[src/rtl/arfs_map.vh]
`ifndef ARFS_MAP_VH
`define ARFS_MAP_VH

// ****************************************************************
// Register byte addresses
// ****************************************************************
`define ARFS_ADDR_FSYNC 8'h00
`define ARFS_ADDR_BCLK 8'h04
`define ARFS_ADDR_FMT 8'h08
`define ARFS_ADDR_STAT 8'h0C
`define ARFS_ADDR_WORD 8'h10

// ****************************************************************
// Writable bit masks, reserved bits stay zero
// ****************************************************************
`define ARFS_MASK_FSYNC 32'h0000FF93
`define ARFS_MASK_BCLK 32'h000000BF
`define ARFS_MASK_FMT 32'h000001F3

// ****************************************************************
// Reset values
// ****************************************************************
`define ARFS_RST_FSYNC 32'h00000000
`define ARFS_RST_BCLK 32'h00000000
`define ARFS_RST_FMT 32'h000001F0

// ****************************************************************
// Field positions of the frame sync control register
// ****************************************************************
`define ARFS_MODE_MSB 15
`define ARFS_MODE_LSB 7
`define ARFS_WIDTH_BIT 4
`define ARFS_SRC_BIT 1
`define ARFS_POL_BIT 0

// ****************************************************************
// Field positions of the bit clock control register
// ****************************************************************
`define ARFS_EDGE_BIT 7
`define ARFS_BSRC_BIT 5
`define ARFS_DIV_MSB 4
`define ARFS_DIV_LSB 0

// ****************************************************************
// Field positions of the format register
// ****************************************************************
`define ARFS_DLY_MSB 1
`define ARFS_DLY_LSB 0
`define ARFS_SBITS_MSB 8
`define ARFS_SBITS_LSB 4

// ****************************************************************
// Sync mode codes and slot counts
// ****************************************************************
`define ARFS_MODE_BURST 9'h000
`define ARFS_MODE_TDM_MIN 9'h002
`define ARFS_MODE_TDM_MAX 9'h020
`define ARFS_MODE_TDM384 9'h180
`define ARFS_SLOTS_384 9'h180
`define ARFS_SLOTS_ONE 9'h001

`endif

[src/rtl/arfs_ctrl.v]
`include "arfs_map.vh"

module arfs_ctrl #(
    parameter WORD_W = 32
) (
    input wire mclk,
    input wire resetn,
    input wire [7:0] addr,
    input wire [31:0] wdata,
    input wire wr,
    input wire rd,
    output reg [31:0] rdata,
    input wire rx_high_freq_clock,
    input wire rx_bit_clock_in,
    output wire rx_bit_clock_out,
    output wire rx_bit_clock_oe,
    input wire rx_frame_sync_in,
    output reg rx_frame_sync_out,
    output wire rx_frame_sync_oe,
    input wire serial_data_pin,
    output reg [WORD_W-1:0] rx_word,
    output reg [8:0] rx_word_slot,
    output reg rx_word_valid,
    output reg rx_frame_start
);
    // ****************************************************************
    // Declarations
    // ****************************************************************
    reg [31:0] fsync_ctl;
    reg [31:0] bclk_ctl;
    reg [31:0] fmt_ctl;
    reg hf_q;
    reg bclk_q;
    reg sync_q;
    reg [4:0] gen_bit;
    reg [8:0] gen_slot;
    reg receiving;
    reg [1:0] skip;
    reg [4:0] bit_idx;
    reg [8:0] slot;
    reg [WORD_W-1:0] shreg;
    reg [15:0] frame_count;
    reg [8:0] num_slots;
    reg [1:0] eff_skip;
    reg gen_level;
    wire [8:0] mode;
    wire sync_width;
    wire sync_src;
    wire sync_pol;
    wire edge_rising;
    wire bclk_src;
    wire [4:0] divide;
    wire [1:0] data_delay;
    wire [4:0] slot_last;
    wire hf_rise;
    wire div_clk;
    wire bclk_level;
    wire bclk_rise;
    wire bclk_fall;
    wire sample_pulse;
    wire drive_pulse;
    wire sync_level;
    wire frame_edge;
    wire capture;

    // ****************************************************************
    // Configuration fields
    // ****************************************************************
    assign mode = fsync_ctl[`ARFS_MODE_MSB:`ARFS_MODE_LSB];
    assign sync_width = fsync_ctl[`ARFS_WIDTH_BIT];
    assign sync_src = fsync_ctl[`ARFS_SRC_BIT];
    assign sync_pol = fsync_ctl[`ARFS_POL_BIT];
    assign edge_rising = bclk_ctl[`ARFS_EDGE_BIT];
    assign bclk_src = bclk_ctl[`ARFS_BSRC_BIT];
    assign divide = bclk_ctl[`ARFS_DIV_MSB:`ARFS_DIV_LSB];
    assign slot_last = fmt_ctl[`ARFS_SBITS_MSB:`ARFS_SBITS_LSB];
    // A reserved delay code of 3 behaves as a two bit delay
    assign data_delay = (fmt_ctl[`ARFS_DLY_MSB:`ARFS_DLY_LSB] == 2'h3) ? 2'h2 :
        fmt_ctl[`ARFS_DLY_MSB:`ARFS_DLY_LSB];

    // Slot count of one frame from the sync mode code
    always @* begin
        if (mode == `ARFS_MODE_TDM384) begin
            num_slots = `ARFS_SLOTS_384;
        end else if (mode >= `ARFS_MODE_TDM_MIN && mode <= `ARFS_MODE_TDM_MAX) begin
            num_slots = mode;
        end else begin
            num_slots = `ARFS_SLOTS_ONE;
        end
    end

    // ****************************************************************
    // Register bus
    // ****************************************************************

    // Register writes; reserved positions are masked off
    always @(posedge mclk) begin
        if (!resetn) begin
            fsync_ctl <= `ARFS_RST_FSYNC;
            bclk_ctl <= `ARFS_RST_BCLK;
            fmt_ctl <= `ARFS_RST_FMT;
        end else if (wr) begin
            if (addr == `ARFS_ADDR_FSYNC) begin
                fsync_ctl <= wdata & `ARFS_MASK_FSYNC;
            end else if (addr == `ARFS_ADDR_BCLK) begin
                bclk_ctl <= wdata & `ARFS_MASK_BCLK;
            end else if (addr == `ARFS_ADDR_FMT) begin
                fmt_ctl <= wdata & `ARFS_MASK_FMT;
            end
        end
    end

    // Read data one cycle after the read strobe, zero otherwise
    always @(posedge mclk) begin
        if (!resetn) begin
            rdata <= 32'h00000000;
        end else if (rd) begin
            if (addr == `ARFS_ADDR_FSYNC) begin
                rdata <= fsync_ctl;
            end else if (addr == `ARFS_ADDR_BCLK) begin
                rdata <= bclk_ctl;
            end else if (addr == `ARFS_ADDR_FMT) begin
                rdata <= fmt_ctl;
            end else if (addr == `ARFS_ADDR_STAT) begin
                rdata <= {frame_count, 6'h00, receiving, slot};
            end else if (addr == `ARFS_ADDR_WORD) begin
                rdata <= rx_word;
            end else begin
                rdata <= 32'h00000000;
            end
        end else begin
            rdata <= 32'h00000000;
        end
    end

    // ****************************************************************
    // Bit clock selection and edges
    // ****************************************************************

    // Rising edges of the high frequency clock feed the divider
    always @(posedge mclk) begin
        if (!resetn) begin
            hf_q <= 1'b0;
        end else begin
            hf_q <= rx_high_freq_clock;
        end
    end
    assign hf_rise = rx_high_freq_clock & ~hf_q;

    arfs_bitclk_div u_div (
        .mclk(mclk),
        .resetn(resetn),
        .hf_level(rx_high_freq_clock),
        .hf_rise(hf_rise),
        .divide(divide),
        .bitclk(div_clk)
    );

    // Pin drive only when the clock is made internally
    assign rx_bit_clock_out = div_clk;
    assign rx_bit_clock_oe = bclk_src;
    assign bclk_level = bclk_src ? div_clk : rx_bit_clock_in;

    // Edge detection of the selected bit clock
    always @(posedge mclk) begin
        if (!resetn) begin
            bclk_q <= 1'b0;
        end else begin
            bclk_q <= bclk_level;
        end
    end
    assign bclk_rise = bclk_level & ~bclk_q;
    assign bclk_fall = ~bclk_level & bclk_q;
    // Sample on the chosen edge; drive our own sync on the other
    assign sample_pulse = edge_rising ? bclk_rise : bclk_fall;
    assign drive_pulse = edge_rising ? bclk_fall : bclk_rise;

    // ****************************************************************
    // Internal frame sync generator
    // ****************************************************************

    // Bit and slot counters advance on the drive edge
    always @(posedge mclk) begin
        if (!resetn) begin
            gen_bit <= 5'h00;
            gen_slot <= 9'h000;
        end else if (!sync_src) begin
            gen_bit <= 5'h00;
            gen_slot <= 9'h000;
        end else if (drive_pulse) begin
            if (gen_bit >= slot_last) begin
                gen_bit <= 5'h00;
                if (gen_slot >= num_slots - 9'h001) begin
                    gen_slot <= 9'h000;
                end else begin
                    gen_slot <= gen_slot + 9'h001;
                end
            end else begin
                gen_bit <= gen_bit + 5'h01;
            end
        end
    end

    // Sync is active in slot zero, for one bit or the whole word
    always @* begin
        gen_level = (gen_slot == 9'h000) && (sync_width || gen_bit == 5'h00);
    end

    // Output level follows the polarity; updated on drive edges
    always @(posedge mclk) begin
        if (!resetn) begin
            rx_frame_sync_out <= 1'b0;
        end else if (!sync_src) begin
            rx_frame_sync_out <= sync_pol;
        end else if (drive_pulse) begin
            rx_frame_sync_out <= gen_level ^ sync_pol;
        end
    end
    assign rx_frame_sync_oe = sync_src;

    // ****************************************************************
    // Frame start detection
    // ****************************************************************

    // The sync is seen at sample edges from the pin or our own output
    assign sync_level = sync_src ? rx_frame_sync_out : rx_frame_sync_in;

    always @(posedge mclk) begin
        if (!resetn) begin
            sync_q <= 1'b0;
        end else if (sample_pulse) begin
            sync_q <= sync_level;
        end
    end

    // Rising edge starts a frame, or falling when polarity is set
    assign frame_edge = sample_pulse &&
        (sync_pol ? (sync_q && !sync_level) : (!sync_q && sync_level));

    // ****************************************************************
    // Data delay and word assembly
    // ****************************************************************

    // Remaining skip bits, freshly loaded at a frame start
    always @* begin
        eff_skip = frame_edge ? data_delay : skip;
    end
    assign capture = sample_pulse && (receiving || frame_edge) && (eff_skip == 2'h0);

    // Shift data MSB first, slot by slot, until the frame ends
    always @(posedge mclk) begin
        if (!resetn) begin
            receiving <= 1'b0;
            skip <= 2'h0;
            bit_idx <= 5'h00;
            slot <= 9'h000;
            shreg <= {WORD_W{1'b0}};
            rx_word <= {WORD_W{1'b0}};
            rx_word_slot <= 9'h000;
            rx_word_valid <= 1'b0;
            rx_frame_start <= 1'b0;
            frame_count <= 16'h0000;
        end else begin
            rx_word_valid <= 1'b0;
            rx_frame_start <= frame_edge;
            if (frame_edge) begin
                receiving <= 1'b1;
                bit_idx <= 5'h00;
                slot <= 9'h000;
                frame_count <= frame_count + 16'h0001;
            end
            if (sample_pulse && (receiving || frame_edge) && eff_skip != 2'h0) begin
                skip <= eff_skip - 2'h1;
            end else if (frame_edge) begin
                skip <= 2'h0;
            end
            if (capture) begin
                shreg <= {shreg[WORD_W-2:0], serial_data_pin};
                if ((frame_edge ? 5'h00 : bit_idx) >= slot_last) begin
                    bit_idx <= 5'h00;
                    rx_word <= {shreg[WORD_W-2:0], serial_data_pin};
                    rx_word_slot <= frame_edge ? 9'h000 : slot;
                    rx_word_valid <= 1'b1;
                    if ((frame_edge ? 9'h000 : slot) >= num_slots - 9'h001) begin
                        receiving <= 1'b0;
                        slot <= 9'h000;
                    end else begin
                        slot <= (frame_edge ? 9'h000 : slot) + 9'h001;
                    end
                end else begin
                    bit_idx <= (frame_edge ? 5'h00 : bit_idx) + 5'h01;
                end
            end
        end
    end
endmodule // arfs_ctrl

[src/rtl/arfs_bitclk_div.v]
// ****************************************************************
// Internal bit clock divider
// ****************************************************************
module arfs_bitclk_div (
    input wire mclk,
    input wire resetn,
    input wire hf_level,
    input wire hf_rise,
    input wire [4:0] divide,
    output wire bitclk
);
    reg [4:0] count;
    reg div_q;
    wire [4:0] half;

    // High phase length, ratio is divide plus one
    assign half = (divide >> 1) + 5'h01;

    // Count high clock rising edges and shape the divided clock
    always @(posedge mclk) begin
        if (!resetn) begin
            count <= 5'h00;
            div_q <= 1'b1;
        end else if (hf_rise) begin
            if (count >= divide) begin
                count <= 5'h00;
                div_q <= 1'b1;
            end else begin
                count <= count + 5'h01;
                div_q <= ((count + 5'h01) < half);
            end
        end
    end

    // Divide by one passes the high clock straight through
    assign bitclk = (divide == 5'h00) ? hf_level : div_q;
endmodule // arfs_bitclk_div

[config.mk]
export PLATFORM = sky130hd
export DESIGN_NAME = arfs_ctrl
export DESIGN_NICKNAME = d
export VERILOG_FILES = /design/src/rtl/arfs_ctrl.v /design/src/rtl/arfs_bitclk_div.v
export VERILOG_INCLUDE_DIRS = /design/src /design/src/rtl
export SDC_FILE = /design/constraint.sdc
export NUM_CORES = 1
export LEC_CHECK = 0
export ABC_AREA = 1
export BUFFER_PORTS_ARGS = -buffer_cell sky130_fd_sc_hd__clkbuf_2
export CORE_UTILIZATION = 45
export CTS_CLUSTER_SIZE = 40
export DETAILED_ROUTE_END_ITERATION = 10
export HOLD_SLACK_MARGIN = 0.1
export PLACE_DENSITY = 0.65
export SLEW_MARGIN = 20
export SYNTH_ARGS = -nofsm -noshare
export SYNTH_HDL_FRONTEND = slang
export SYNTH_SLANG_ARGS = --single-unit
[constraint.sdc]
create_clock -name mclk -period 3.65 [get_ports mclk]
set_input_delay 0 -clock mclk [delete_from_list [all_inputs] [get_ports mclk]]
set_output_delay 0 -clock mclk [all_outputs]
set_load 0.005 [all_outputs]
==> summary.md, run 1 <==
| Metric | Value |
|---|---|
| Status | `complete, no violations` |
| Sequential fraction of the synthesis area | `43.7%` |
| DP Worst Slack | `351 ps` |
| Initial DRC Count | `369` |
| Chip width | `141 um` |
| Max H-tree Level | `4` |
| Max-slew violation count | `0` |
| Chip height | `141 um` |
| Maxcap violations | `0` |
| Post-synth ARST share | `0%` |
| Critical path capture point type | `flip-flop` |
| PwrDens | `409 nW/um2` |
| CTS Root Cell | `clkbuf_16` |
| Critical setup path kind | `reg -> reg` |
| All-layer global routing usage | `23.5%` |
| Initial Util | `46.2%` |
| WL/cell | `14.8 um` |
| I/O pin cnt | `127` |
| CP required | `4040 ps` |
| Core area | `18800 um2` |
| Final hold vios | `0` |
| Worst vdd ir | `0.325 mV` |
| Antenna viol nets, final | `0` |
| Crit path max fanout | `22` |
| Final period util | `92.0%` |
| DR vias | `7777` |
| TritonRoute pass-1 iters | `5` |
| EDFF count, synth | `0` |
| Worst hold path type | `in -> reg` |
| # diodes | `0` |
| Vias in the first global route | `7259` |
| Critical Path AT | `3750 ps` |
| Netlist cell types | `57` |
| Reg area | `3780 um2` |
| Slew at the pin closest to its max-slew limit | `883 ps` |
| Total grt overflow | `0` |
| FF+latch count, synth | `189` |
| Cell taking the most area after synthesis | `dfxtp_1` |
| CTS tree | `built` |
| Cts repair resizes | `0` |
| Final layout net count | `1352` |
| Clk sinks | `189` |
| Tmin final | `3360 ps` |
| Cells after Synth | `1138` |
| First-pass GRT wire length | `36400 um` |
| TritonCTS buffer count | `17` |
| Largest cells by area after synthesis | `dfxtp_1 (44%), nand2_1 (9.4%), a21oi_1 (7.1%), inv_1 (6.8%), ha_1 (6.1%)` |
| FMAX | `298 MHz` |
| # setup viols final | `0` |
| Worst Setup Start Kind | `flip-flop` |
| Layout fillers | `1840` |
| Worst path cell trace | `nor2_1 -> nand3_1 -> nand2_1 -> nand3_2 -> nand4_1 -> nand2_2 -> nand2_4 -> inv_4 -> nor2_1 -> ha_1 -> a21oi_1 -> o21a_1 -> nand3_1 -> nand2_4 -> nand2_1 -> inv_2 -> buf_12 -> nand2_1 -> o21ai_2` |
| Tightest hold margin | `165 ps` |
| Initial antenna violation count | `0` |
| WP buf/inv | `3` |
| GPL Wtd Cong | `0.878` |
| Unrepaired setup endpoints after global routing | `no` |
| Cts hold-fix bufs | `26` |
| Layout cell share with drive strength beyond 1 | `14.9%` |
| Detail Placement HPWL | `16400 um` |
| CP max-delay cell | `dfxtp_1` |
| DIE AREA | `19800 um2` |
| Synth warn | `0` |
| Multi-input gate area | `4080 um2` |
| Clock-pin slew on the worst setup and hold paths | `90 ps` |
| Setup ws final | `291 ps` |
| Drt drc | `0` |
| Placement Rows | `50` |
| Top_reg_cell synth | `dfxtp_1` |
| Setup Skew | `13.9 ps` |
| Clock Path Buffers | `2` |
| Syn Area/Cell | `7.61 um2` |
| Leak Pwr | `4.37 nW` |
| Layout area overhead | `19.2%` |
| Vias per cell | `5.15` |
| Tot Pwr | `4.22 mW` |
| Setup bufs post-CTS | `0` |
| Worst-Skew Late Latency | `440 ps` |
| Top delay family on crit path | `simple AND/OR/NAND/NOR gates` |
| Slew Limit Headroom | `40.8%` |
| Mapped cell area | `8660 um2` |
| IO Port Bufs | `110` |
| Crit-path most repeated cell | `nand2_1` |
| Crit path largest cell delay | `350 ps` |
| Final wirelength | `22300 um` |
| Largest net degree at the start of global routing | `81` |
| Share of the synthesized area in the top cell type | `43.7%` |
| Setup TNS | `0 ps` |
synthesized netlist by cell type (14+ instances only):
master	count
inv_1	158
ha_1	42
nor2_1	73
a21oi_1	123
o21ai_1	21
dfxtp_1	189
nand2_1	216
nand3_1	45
clkbuf_1	24
nor3_1	19
o21ai_0	79
o21ai_2	14
nand4_1	21
kinds of logic after synthesis:
group,Yosys count,share of synthesized area [%]
AOI/OAI and AO/OA,288,19.2
DFF,189,43.7
buffers and inverters,205,9.33
xor gates and xnor gates,14,1.42
other,1,0.0433
and+or+nand+nor,399,20.3
adders and majority gates,42,6.07
where the power goes:
group | switching (mW) | leakage, nW | internal, mW
Clock | 1.01 | 0.311 | 0.969
Sequential | 0.00499 | 1.52 | 2.07
Combinational | 0.103 | 2.53 | 0.0619
sequential cells by signal, indices dropped and copies added, names as in the netlist, 7 cells and up:
signal,cells
rx_word_slot,9
fmt_ctl,7
shreg,31
slot,9
gen_slot,9
rx_word,32
bclk_ctl,7
rdata,32
fsync_ctl,12
frame_count,16
worst min-delay path, cell delays in order:
cell	delay, ps
clkbuf_2	70
nor3_1	30
inv_1	60
nor2_1	80
nand3_1	170
o32ai_1	120
through the flow:
stage / cells / util (%) / instance area [um2]
2_1_floorplan: 1139 / - / 8670
3_5_place_dp: 1451 / 50.2 / 9420
4_1_cts: 1509 / 55.0 / 10300
6_report: 1509 / 55.0 / 10300
3_3_place_gp: 1451 / 50.2 / 9420
5_1_grt: 1509 / 55.0 / 10300
routing by layer:
metal  vias up  part of all wire [%]  global-route usage [%]
met2       167                    48                    39.5
met4         0                   2.5                    8.58
met1      3563                    46                    30.1
li1       4010                     -                       -
met3        37                   3.8                    4.14
met5         -                     0                       0
cell type report:
type                    count  share of cell area, %
inverters                 166                   6.06
flip-flops and latches    189                   36.6
well taps                 234                   2.84
clock buffers              17                   4.12
repair buffers            143                   8.72
multi-input cells         745                   39.5
clock inverters            15                   2.16
path summary, 6_finish.rpt:
path	start	endpoint	cells past startpoint	slack, ps
max	bclk_ctl[0]$_SDFFE_PN0P_	rx_word[19]$_SDFFE_PN0P_	19	290
max reg2reg	bclk_ctl[0]$_SDFFE_PN0P_	rx_word[19]$_SDFFE_PN0P_	19	290
min reg2reg	shreg[30]$_SDFFE_PN0P_	rx_word[31]$_SDFFE_PN0P_	2	470
min	addr[5]	rdata[2]$_SDFF_PP0_	6	170
layout by cell type (no fill, tap or decap), types with 17 or more instances in the layout:
master         Yosys  final
nor3_1            19     19
inv_1            158    158
nand2_1          216    216
nand3_1           45     45
clkbuf_2           0    110
dfxtp_1          189    189
dlygate4sd3_1      0     26
nor2_1            73     73
ha_1              42     42
clkbuf_16          0     17
nand4_1           21     21
o21ai_1           21     21
a21oi_1          123    123
o21ai_0           79     79
(Power assumes the default switching activity.)
==> run 2: changes to the inputs <==
ABC_AREA = unset   (was 1)
BUFFER_PORTS_ARGS = -buffer_cell sky130_fd_sc_hd__buf_2   (was -buffer_cell sky130_fd_sc_hd__clkbuf_2)
==> summary.md, run 2 <==
| Metric | Value |
|---|---|
| Critical Path AT | `3910 ps (+160 ps)` |
| Combinational power share | `3.7% (-0.2 points)` |
| Worst Setup Start Kind | `flip-flop` |
| CTS Root Cell | `clkbuf_16` |
| All-layer global routing usage | `23.8% (+0.31 points)` |
| Largest cells by area after synthesis | `dfxtp_1 (44%), nand2_1 (9.7%), a21oi_1 (6.8%), ha_1 (6.2%), nor2_1 (5.0%)` |
| Share of the synthesized area in the top cell type | `44.3% (+0.65 points)` |
| CP required | `4010 ps (-30 ps)` |
| Largest net degree at the start of global routing | `57 (-30%)` |
| Net Sw Frac | `22.9% (-3.6 points)` |
| Worst hold path type | `in -> reg` |
| Clk sinks | `189 (unchanged)` |
| Initial antenna violation count | `1 (+1)` |
| Antenna viol nets, final | `0 (unchanged)` |
| Final layout net count | `1278 (-5.5%)` |
| Synth warn | `0 (unchanged)` |
| Cell taking the most area after synthesis | `dfxtp_1` |
| Setup Skew | `15.3 ps (+1.38 ps)` |
| Most common cell in the netlist | `nand2_1` |
| Crit-path most repeated cell | `a21o_1` |
| GPL Wtd Cong | `0.866 (-1.4%)` |
| Final Util | `56.1% (+1.1 points)` |
| Chip height | `140 um (-0.73%)` |
| Detail Placement HPWL | `16000 um (-2.3%)` |
| Initial Util | `45.8% (-0.37 points)` |
| Most frequent cells in the layout | `nand2_1 (218), dfxtp_1 (188), a21oi_1 (115)` |
| Leak Pwr | `4.31 nW (-1.3%)` |
| Max H-tree Level | `4 (unchanged)` |
| Synth cell count leaders | `nand2_1 (220), dfxtp_1 (189), a21oi_1 (116)` |
| Final period util | `97.2% (+5.1 points)` |
| Post-synth ARST share | `0% (unchanged)` |
| Top delay family on crit path | `compound AO/OA/AOI/OAI gates` |
| Seq pwr share | `50.8% (+1.6 points)` |
| Layout area overhead | `22.6%` |
| Area post-placement | `9460 um2 (+0.45%)` |
| Core area | `18600 um2 (-0.67%)` |
| WP buf/inv | `0 (-3)` |
| Sequential fraction of the synthesis area | `44.3% (+0.65 points)` |
| Worst path cell trace | `o311a_1 -> a41o_1 -> o211a_1 -> o21ai_4 -> nand2_2 -> ha_1 -> nand2b_1 -> a21o_1 -> a21o_1 -> a21o_1 -> a21oi_4 -> nor3_1 -> a311o_1 -> nand2b_4 -> o31ai_2` |
| Layout fillers | `1750 (-4.9%)` |
| I/O pin cnt | `127 (unchanged)` |
| First-pass GRT wire length | `36500 um (+0.23%)` |
| Cells after Synth | `1045 (-8.2%)` |
| TritonCTS buffer count | `17 (unchanged)` |
| TritonRoute pass-1 iters | `5 (unchanged)` |
| CTS tree | `built` |
| CP max-delay cell | `a311o_1` |
| Critical setup path kind | `reg -> reg` |
| Final wirelength | `23400 um (+4.7%)` |
| Worst-Skew Late Latency | `440 ps (about the same)` |
| Vias in the first global route | `7022 (-3.3%)` |
| Cell-internal power | `3.14 mW (+1.2%)` |
| Mapped cell area | `8540 um2 (-1.5%)` |
| Most common cell after layout, fill and taps aside | `nand2_1` |
| Crit path max fanout | `6 (-73%)` |
| Layout cell share with drive strength beyond 1 | `17.1% (+2.2 points)` |
| Unrepaired setup endpoints after global routing | `yes` |
| Chip width | `140 um (-0.73%)` |
| Slew at the pin closest to its max-slew limit | `861 ps (-21.6 ps)` |
| IO Port Bufs | `110 (unchanged)` |
| Maxcap violations | `0 (unchanged)` |
| EDFF count, synth | `0 (unchanged)` |
| Initial DRC Count | `481 (+30%)` |
| Clock-pin slew on the worst setup and hold paths | `70 ps (-20 ps)` |
| Worst vdd ir | `0.410 mV (+26%)` |
| DIE AREA | `19500 um2 (-1.5%)` |
| FF+latch count, synth | `189 (unchanged)` |
| Tot Pwr | `4.07 mW (-3.5%)` |
| Critical path capture point type | `flip-flop` |
| Tightest hold margin | `145 ps (-20.2 ps)` |
| Netlist cell types | `61 (+7.0%)` |
| Placement Rows | `50 (unchanged)` |
| DR vias | `7699 (-1.0%)` |
| FMAX | `282 MHz (-5.3%)` |
| Top_reg_cell synth | `dfxtp_1` |
| Drt drc | `0 (unchanged)` |
| Design Area, Final | `10500 um2 (+1.4%)` |
| Syn Area/Cell | `8.17 um2 (+7.3%)` |
| Status | `complete, no violations` |
| Final hold vios | `0 (unchanged)` |
| Slew Limit Headroom | `42.6% (+1.8 points)` |
| Largest regs | `rdata x32, rx_word x32, shreg x31` |
| Total grt overflow | `0 (unchanged)` |
| Switching power | `934 uW (-17%)` |
| Dpl cells | `1366 (-5.9%)` |
| Crit path largest cell delay | `340 ps (about the same)` |
| Clock power frac | `45.6% (-1.3 points)` |
| WL/cell | `16.3 um (+10%)` |
| # setup viols final | `0 (unchanged)` |
| Max-slew violation count | `0 (unchanged)` |
| Tmin final | `3550 ps (+188 ps)` |
| # diodes | `0 (unchanged)` |
| PwrDens | `389 nW/um2 (-4.8%)` |
| Clock Path Buffers | `2 (unchanged)` |
| Vias per cell | `5.37 (+4.1%)` |
| Finished Layout Cells | `1435 (-4.9%)` |
==> run 2: cell types whose count changed in the layout (fill, tap and decap cells not counted), sizes merged, moves of 15 or more <==
cell    before  now
mux2i        0   30
nor2        77  113
nand3       46   19
xnor2        5   20
and3         0   16
a22oi        1   26
o21ai      114   31
buf          7  143
inv        173   32
clkbuf     127   21
==> run 2: final timing paths <==
check,startpoint,endpoint,slack [ps],cells past startpoint
max,bclk_ctl[0]$_SDFFE_PN0P_,slot[3]$_SDFF_PN0_,100,15
min,addr[3],rdata[5]$_SDFF_PP0_,140,5
max reg2reg,bclk_ctl[0]$_SDFFE_PN0P_,slot[3]$_SDFF_PN0_,100,15
min reg2reg,rx_word_slot[6]$_SDFFE_PN0P_,rx_word_slot[6]$_SDFFE_PN0P_,450,2
==> run 2: kinds of logic after synthesis <==
group                    synth area share, %
other                                 0.0439
flip-flops                              44.3
AO/OA/AOI/OAI                           14.8
multiplexers                            3.91
buffers and inverters                   3.59
adder cells (fa/ha/maj)                 6.16
AND/OR/NAND/NOR                         23.2
XOR/XNOR                                4.00
==> run 2: worst reg2reg max path: cells and delay by family (launching register included) <==
kind / cells / cell delay (ps)
flip-flops: 1 / 310
AO/OA/AOI/OAI: 10 / 2410
AND/OR/NAND/NOR: 4 / 480
adder cells (fa/ha/maj): 1 / 270
==> run 2: cell type report <==
class                           count  area [um2]  area share (%)
Clock buffer                       20         437            4.17
Clock inverter                     12         139            1.33
Inverter                           30         114            1.09
Multi-Input combinational cell    777        4560            43.5
Sequential cell                   189        3780            36.2
Tap cell                          234         293            2.80
Timing Repair Buffer              173        1140            10.9
==> run 2: power by group through the flow <==
stage	clock network, mW	logic [mW]	registers, mW
after floorplan	0	0.0748	2.11
after detailed placement	0	0.124	2.11
after global placement	0	0.122	2.11
after global routing	1.96	0.161	2.07
after CTS	1.87	0.144	2.07
final	1.86	0.149	2.07
==> run 2: timing repair <==
action | 4_1_cts | 5_1_grt
gates resized for setup | 0 | 16
setup buffers | 0 | 7
hold endpoints to repair | 44 | 0
setup endpoints to repair | 0 | 26
hold buffers | 29 | 0
==> run 2: per-stage QoR <==
| stage | setup slack, ps | setup TNS [ps] |
|---|---|---|
| after floorplan | 4.86 | 0 |
| after global placement | 137 | 0 |
| after detailed placement | 27.1 | 0 |
| after CTS | 18.6 | 0 |
| after global routing | -72.7 | -539 |
| final | 104 | 0 |
==> run 2: per-layer routing <==
layer  track usage [%]  part of all wire, %  vias up
li1                  -                    -     3848
met1              33.1                   48     3621
met2              37.2                   45      214
met3              4.44                  5.6       16
met4              7.40                  1.1        0
met5                 0                    0        -
==> run 3: changes to the inputs <==
CORE_UTILIZATION = 57   (was 45)
GPL_TIMING_DRIVEN = 1   (was unset)
PLACE_DENSITY = 0.8   (was 0.65)
SYNTH_HIERARCHICAL = 1   (was unset)
==> summary.md, run 3 <==
| Metric | Value |
|---|---|
| Status | `finished, violations left` |
| Failing checks | `design-rule violations, negative setup slack` |
| Top delay family on crit path | `compound AO/OA/AOI/OAI gates` |
| Antenna viol nets, final | `0 (unchanged)` |
| Layout cell share with drive strength beyond 1 | `21.7% (+4.6 points)` |
| Tmin final | `3760 ps (+216 ps)` |
| Netlist cell types | `70 (+15%)` |
| WL/cell | `18.0 um (+10%)` |
| All-layer global routing usage | `30.9% (+7.1 points)` |
| Most frequent cells in the layout | `nand2_1 (211), dfxtp_1 (188), a21oi_1 (116)` |
| EDFF count, synth | `0 (unchanged)` |
| Largest net degree at the start of global routing | `88 (+54%)` |
| Met1 usage | `39.5% (+6.3 points)` |
| Tot Pwr | `4.06 mW (-0.19%)` |
| IO Port Bufs | `110 (unchanged)` |
| WP buf/inv | `1 (+1)` |
| Worst Setup Start Kind | `flip-flop` |
| CP max-delay cell | `dfxtp_2` |
| Max-slew violation count | `0 (unchanged)` |
| Layout fillers | `1024 (-41%)` |
| Worst hold path type | `in -> reg` |
| Syn nets | `1133` |
| Main combinational cell family by area after synthesis | `simple AND/OR/NAND/NOR gates` |
| Critical setup path kind | `reg -> reg` |
| PwrDens | `376 nW/um2 (-3.3%)` |
| FF+latch count, synth | `189 (unchanged)` |
| Core area | `14600 um2 (-21%)` |
| Met3 usage | `8.26% (+3.8 points)` |
| Leak Pwr | `4.39 nW (+1.8%)` |
| Chip height | `125 um (-10%)` |
| Cell-internal power | `3.05 mW (-2.9%)` |
| Post-synthesis compound-gate area fraction | `16.4% (+1.6 points)` |
| Detail Placement HPWL | `15800 um (-0.88%)` |
| Maxcap violations | `0 (unchanged)` |
| Total grt overflow | `0 (unchanged)` |
| FMAX | `266 MHz (-5.7%)` |
| Sequential fraction of the synthesis area | `43.8% (-0.50 points)` |
| Area post-placement | `9510 um2 (+0.48%)` |
| Vias per cell | `5.97 (+11%)` |
| Post-synth ARST share | `0% (unchanged)` |
| CP required | `4010 ps (about the same)` |
| Cells after Synth | `1047 (+0.19%)` |
| Clock-pin slew on the worst setup and hold paths | `70 ps (about the same)` |
| Share of the synthesized area in the top cell type | `43.8% (-0.50 points)` |
| DP Worst Slack | `-165 ps (-193 ps)` |
| Worst-Skew Late Latency | `450 ps (about the same)` |
| Final hold vios | `0 (unchanged)` |
| Clock power frac | `45.1% (-0.5 points)` |
| Crit path max fanout | `6 (unchanged)` |
| Setup Skew | `11.9 ps (-3.33 ps)` |
| Worst vdd ir | `0.372 mV (-9.2%)` |
| Largest cells by area after synthesis | `dfxtp_1 (44%), nand2_1 (9.4%), a21oi_1 (6.8%), ha_1 (5.5%), nor2_1 (4.2%)` |
| Initial antenna violation count | `0 (-1)` |
| GPL Wtd Cong | `0.970 (+12%)` |
| Synth Area in Simple Gates | `22.5% (-0.65 points)` |
| Final period util | `103% (+5.9 points)` |
| Top_reg_cell synth | `dfxtp_1` |
| Crit path largest cell delay | `330 ps (about the same)` |
| Hold Path Origin | `addr[1]` |
| Critical Path AT | `4120 ps (+210 ps)` |
| Setup ws final | `-112 ps (-216 ps)` |
| Largest regs | `rdata x32, rx_word x32, shreg x31` |
| TritonRoute pass-1 iters | `8 (+3)` |
| Cell taking the most area after synthesis | `dfxtp_1` |
| Crit path launch | `bclk_ctl[1]$_SDFFE_PN0P_` |
| Chip width | `125 um (-10%)` |
| Final wirelength | `25100 um (+7.4%)` |
| Vias in the first global route | `7670 (+9.2%)` |
| Most common cell after layout, fill and taps aside | `nand2_1` |
| XOR/XNOR share of the synthesized area | `4.13% (+0.13 points)` |
| Synth cell count leaders | `nand2_1 (216), dfxtp_1 (189), a21oi_1 (117)` |
| Mux share of post-synthesis cell area | `3.57% (-0.35 points)` |
| Critical path capture point type | `flip-flop` |
| Synth Area in Adders | `5.62% (-0.53 points)` |
| DIE AREA | `15600 um2 (-20%)` |
| Combinational power share | `4.0% (+0.3 points)` |
| CTS tree | `built` |
| Switching power | `1.02 mW (+8.8%)` |
| Slew Limit Headroom | `39.2% (-3.3 points)` |
| Max H-tree Level | `4 (unchanged)` |
| Worst R2R Start | `bclk_ctl[1]$_SDFFE_PN0P_` |
| Placement Rows | `44 (-12%)` |
| Clock Path Buffers | `2 (unchanged)` |
| Drt drc | `18 (+18)` |
| Unrepaired setup endpoints after global routing | `yes` |
| Initial DRC Count | `866 (+80%)` |
| # diodes | `0 (unchanged)` |
| Grt peak-use layer | `met2` |
| Initial Util | `59.0% (+13 points)` |
| Layout area overhead | `25.1%` |
| Final layout net count | `1285 (+0.55%)` |
| Slew at the pin closest to its max-slew limit | `911 ps (+50.1 ps)` |
| Net Sw Frac | `25.0% (+2.1 points)` |
| GR Util met2 | `49.1% (+12 points)` |
| # setup viols final | `12 (+12)` |
| First-pass GRT wire length | `38400 um (+5.4%)` |
| Design Area, Final | `10800 um2 (+3.2%)` |
| Tightest hold margin | `155 ps (+10.2 ps)` |
| Seq pwr share | `50.8% (about the same)` |
| Syn Area/Cell | `8.25 um2 (+0.95%)` |
| Worst path cell trace | `nor4_2 -> nand2_1 -> mux2_4 -> mux2i_4 -> mux2i_4 -> nand2_4 -> nand2_1 -> ha_1 -> nand2b_1 -> a21o_1 -> a21oi_1 -> o21a_2 -> buf_4 -> nor4_1 -> xor2_1 -> a211oi_2` |
| Clk sinks | `189 (unchanged)` |
| Synth warn | `6 (+6)` |
| I/O pin cnt | `127 (unchanged)` |
| TritonCTS buffer count | `17 (unchanged)` |
| DR vias | `8338 (+8.3%)` |
| Most common cell in the netlist | `nand2_1` |
| Mapped cell area | `8630 um2 (+1.1%)` |
| CTS Root Cell | `clkbuf_16` |
-- run 3: cell count changes in the layout (fill, tap and decap cells not counted), sizes merged, moves of 5 or more --
cell and delta:
buf +20, nor2 -14, nand3 +13, o21ai -9, and3 -8, a211oi +7, a21boi +6, nand2b +6
nand4 +6, dlygate4sd3 -5, nor3 -5
-- run 3: layer usage --
metal / up-vias / wire, um
met5: - / 0
met4: 0 / 833
met3: 65 / 2480
met2: 410 / 11700
met1: 3946 / 10100
li1: 3917 / -
-- run 3: kinds of logic after synthesis --
group                      after synthesis
muxes                                   30
buffers and inverters                   87
AOI/OAI and AO/OA                      224
and+or+nand+nor                        439
adders and majority gates               39
xor gates and xnor gates                39
DFF                                    189
-- run 3: final cells by class --
cell class	instances	area [um2]	share of cell area (%)
Timing Repair Buffer	188	1260	11.6
Multi-Input combinational cell	775	4830	44.7
Clock buffer	17	425	3.94
Sequential cell	189	3780	35.0
Clock inverter	15	169	1.56
Inverter	28	106	0.985
Tap cell	184	230	2.13
-- run 3: power groups by stage --
stage | Sequential, mW | Combinational, mW | Clock, mW
after CTS | 2.07 | 0.142 | 1.85
after global routing | 2.07 | 0.174 | 1.94
final | 2.07 | 0.164 | 1.83
after floorplan | 2.11 | 0.0726 | 0
after detailed placement | 2.12 | 0.121 | 0
after global placement | 2.11 | 0.120 | 0
-- run 3: timing repair --
action / CTS / global route
cloned: 1 / 4
hold endpoints to repair: 35 / 0
buffers inserted: 1 / 14
resized for setup: 7 / 54
hold buffers: 24 / 0
endpoints found under the setup margin: 53 / 60
pin swaps: 3 / 15
-- run 3: metrics by stage --
stage | TNS (ps) | util, % | instances
after floorplan | 0 | - | 1047
after global placement | -914 | 64.9 | 1320
after detailed placement | -3230 | 64.9 | 1320
after CTS | 0 | 70.9 | 1378
after global routing | -5970 | 73.7 | 1396
final | -882 | 73.7 | 1396
-- run 3: worst reg2reg max path, stage by stage (launching register included) --
cell and delay [ps]:
dfxtp_2 330, nor4_2 260, nand2_1 100, mux2_4 330
mux2i_4 200, mux2i_4 320, nand2_4 110, nand2_1 190
ha_1 280, nand2b_1 150, a21o_1 180, a21oi_1 220
o21a_2 300, buf_4 220, nor4_1 80, xor2_1 170
a211oi_2 230
-- run 3: final timing paths --
kind | end | slack [ps] | cells past startpoint
worst max-delay path | slot[3]$_SDFF_PN0_ | -110 | 16
worst min-delay path | rdata[6]$_SDFF_PP0_ | 160 | 4
worst max register to register | slot[3]$_SDFF_PN0_ | -110 | 16
worst min register to register | rx_word_slot[7]$_SDFFE_PN0P_ | 460 | 2
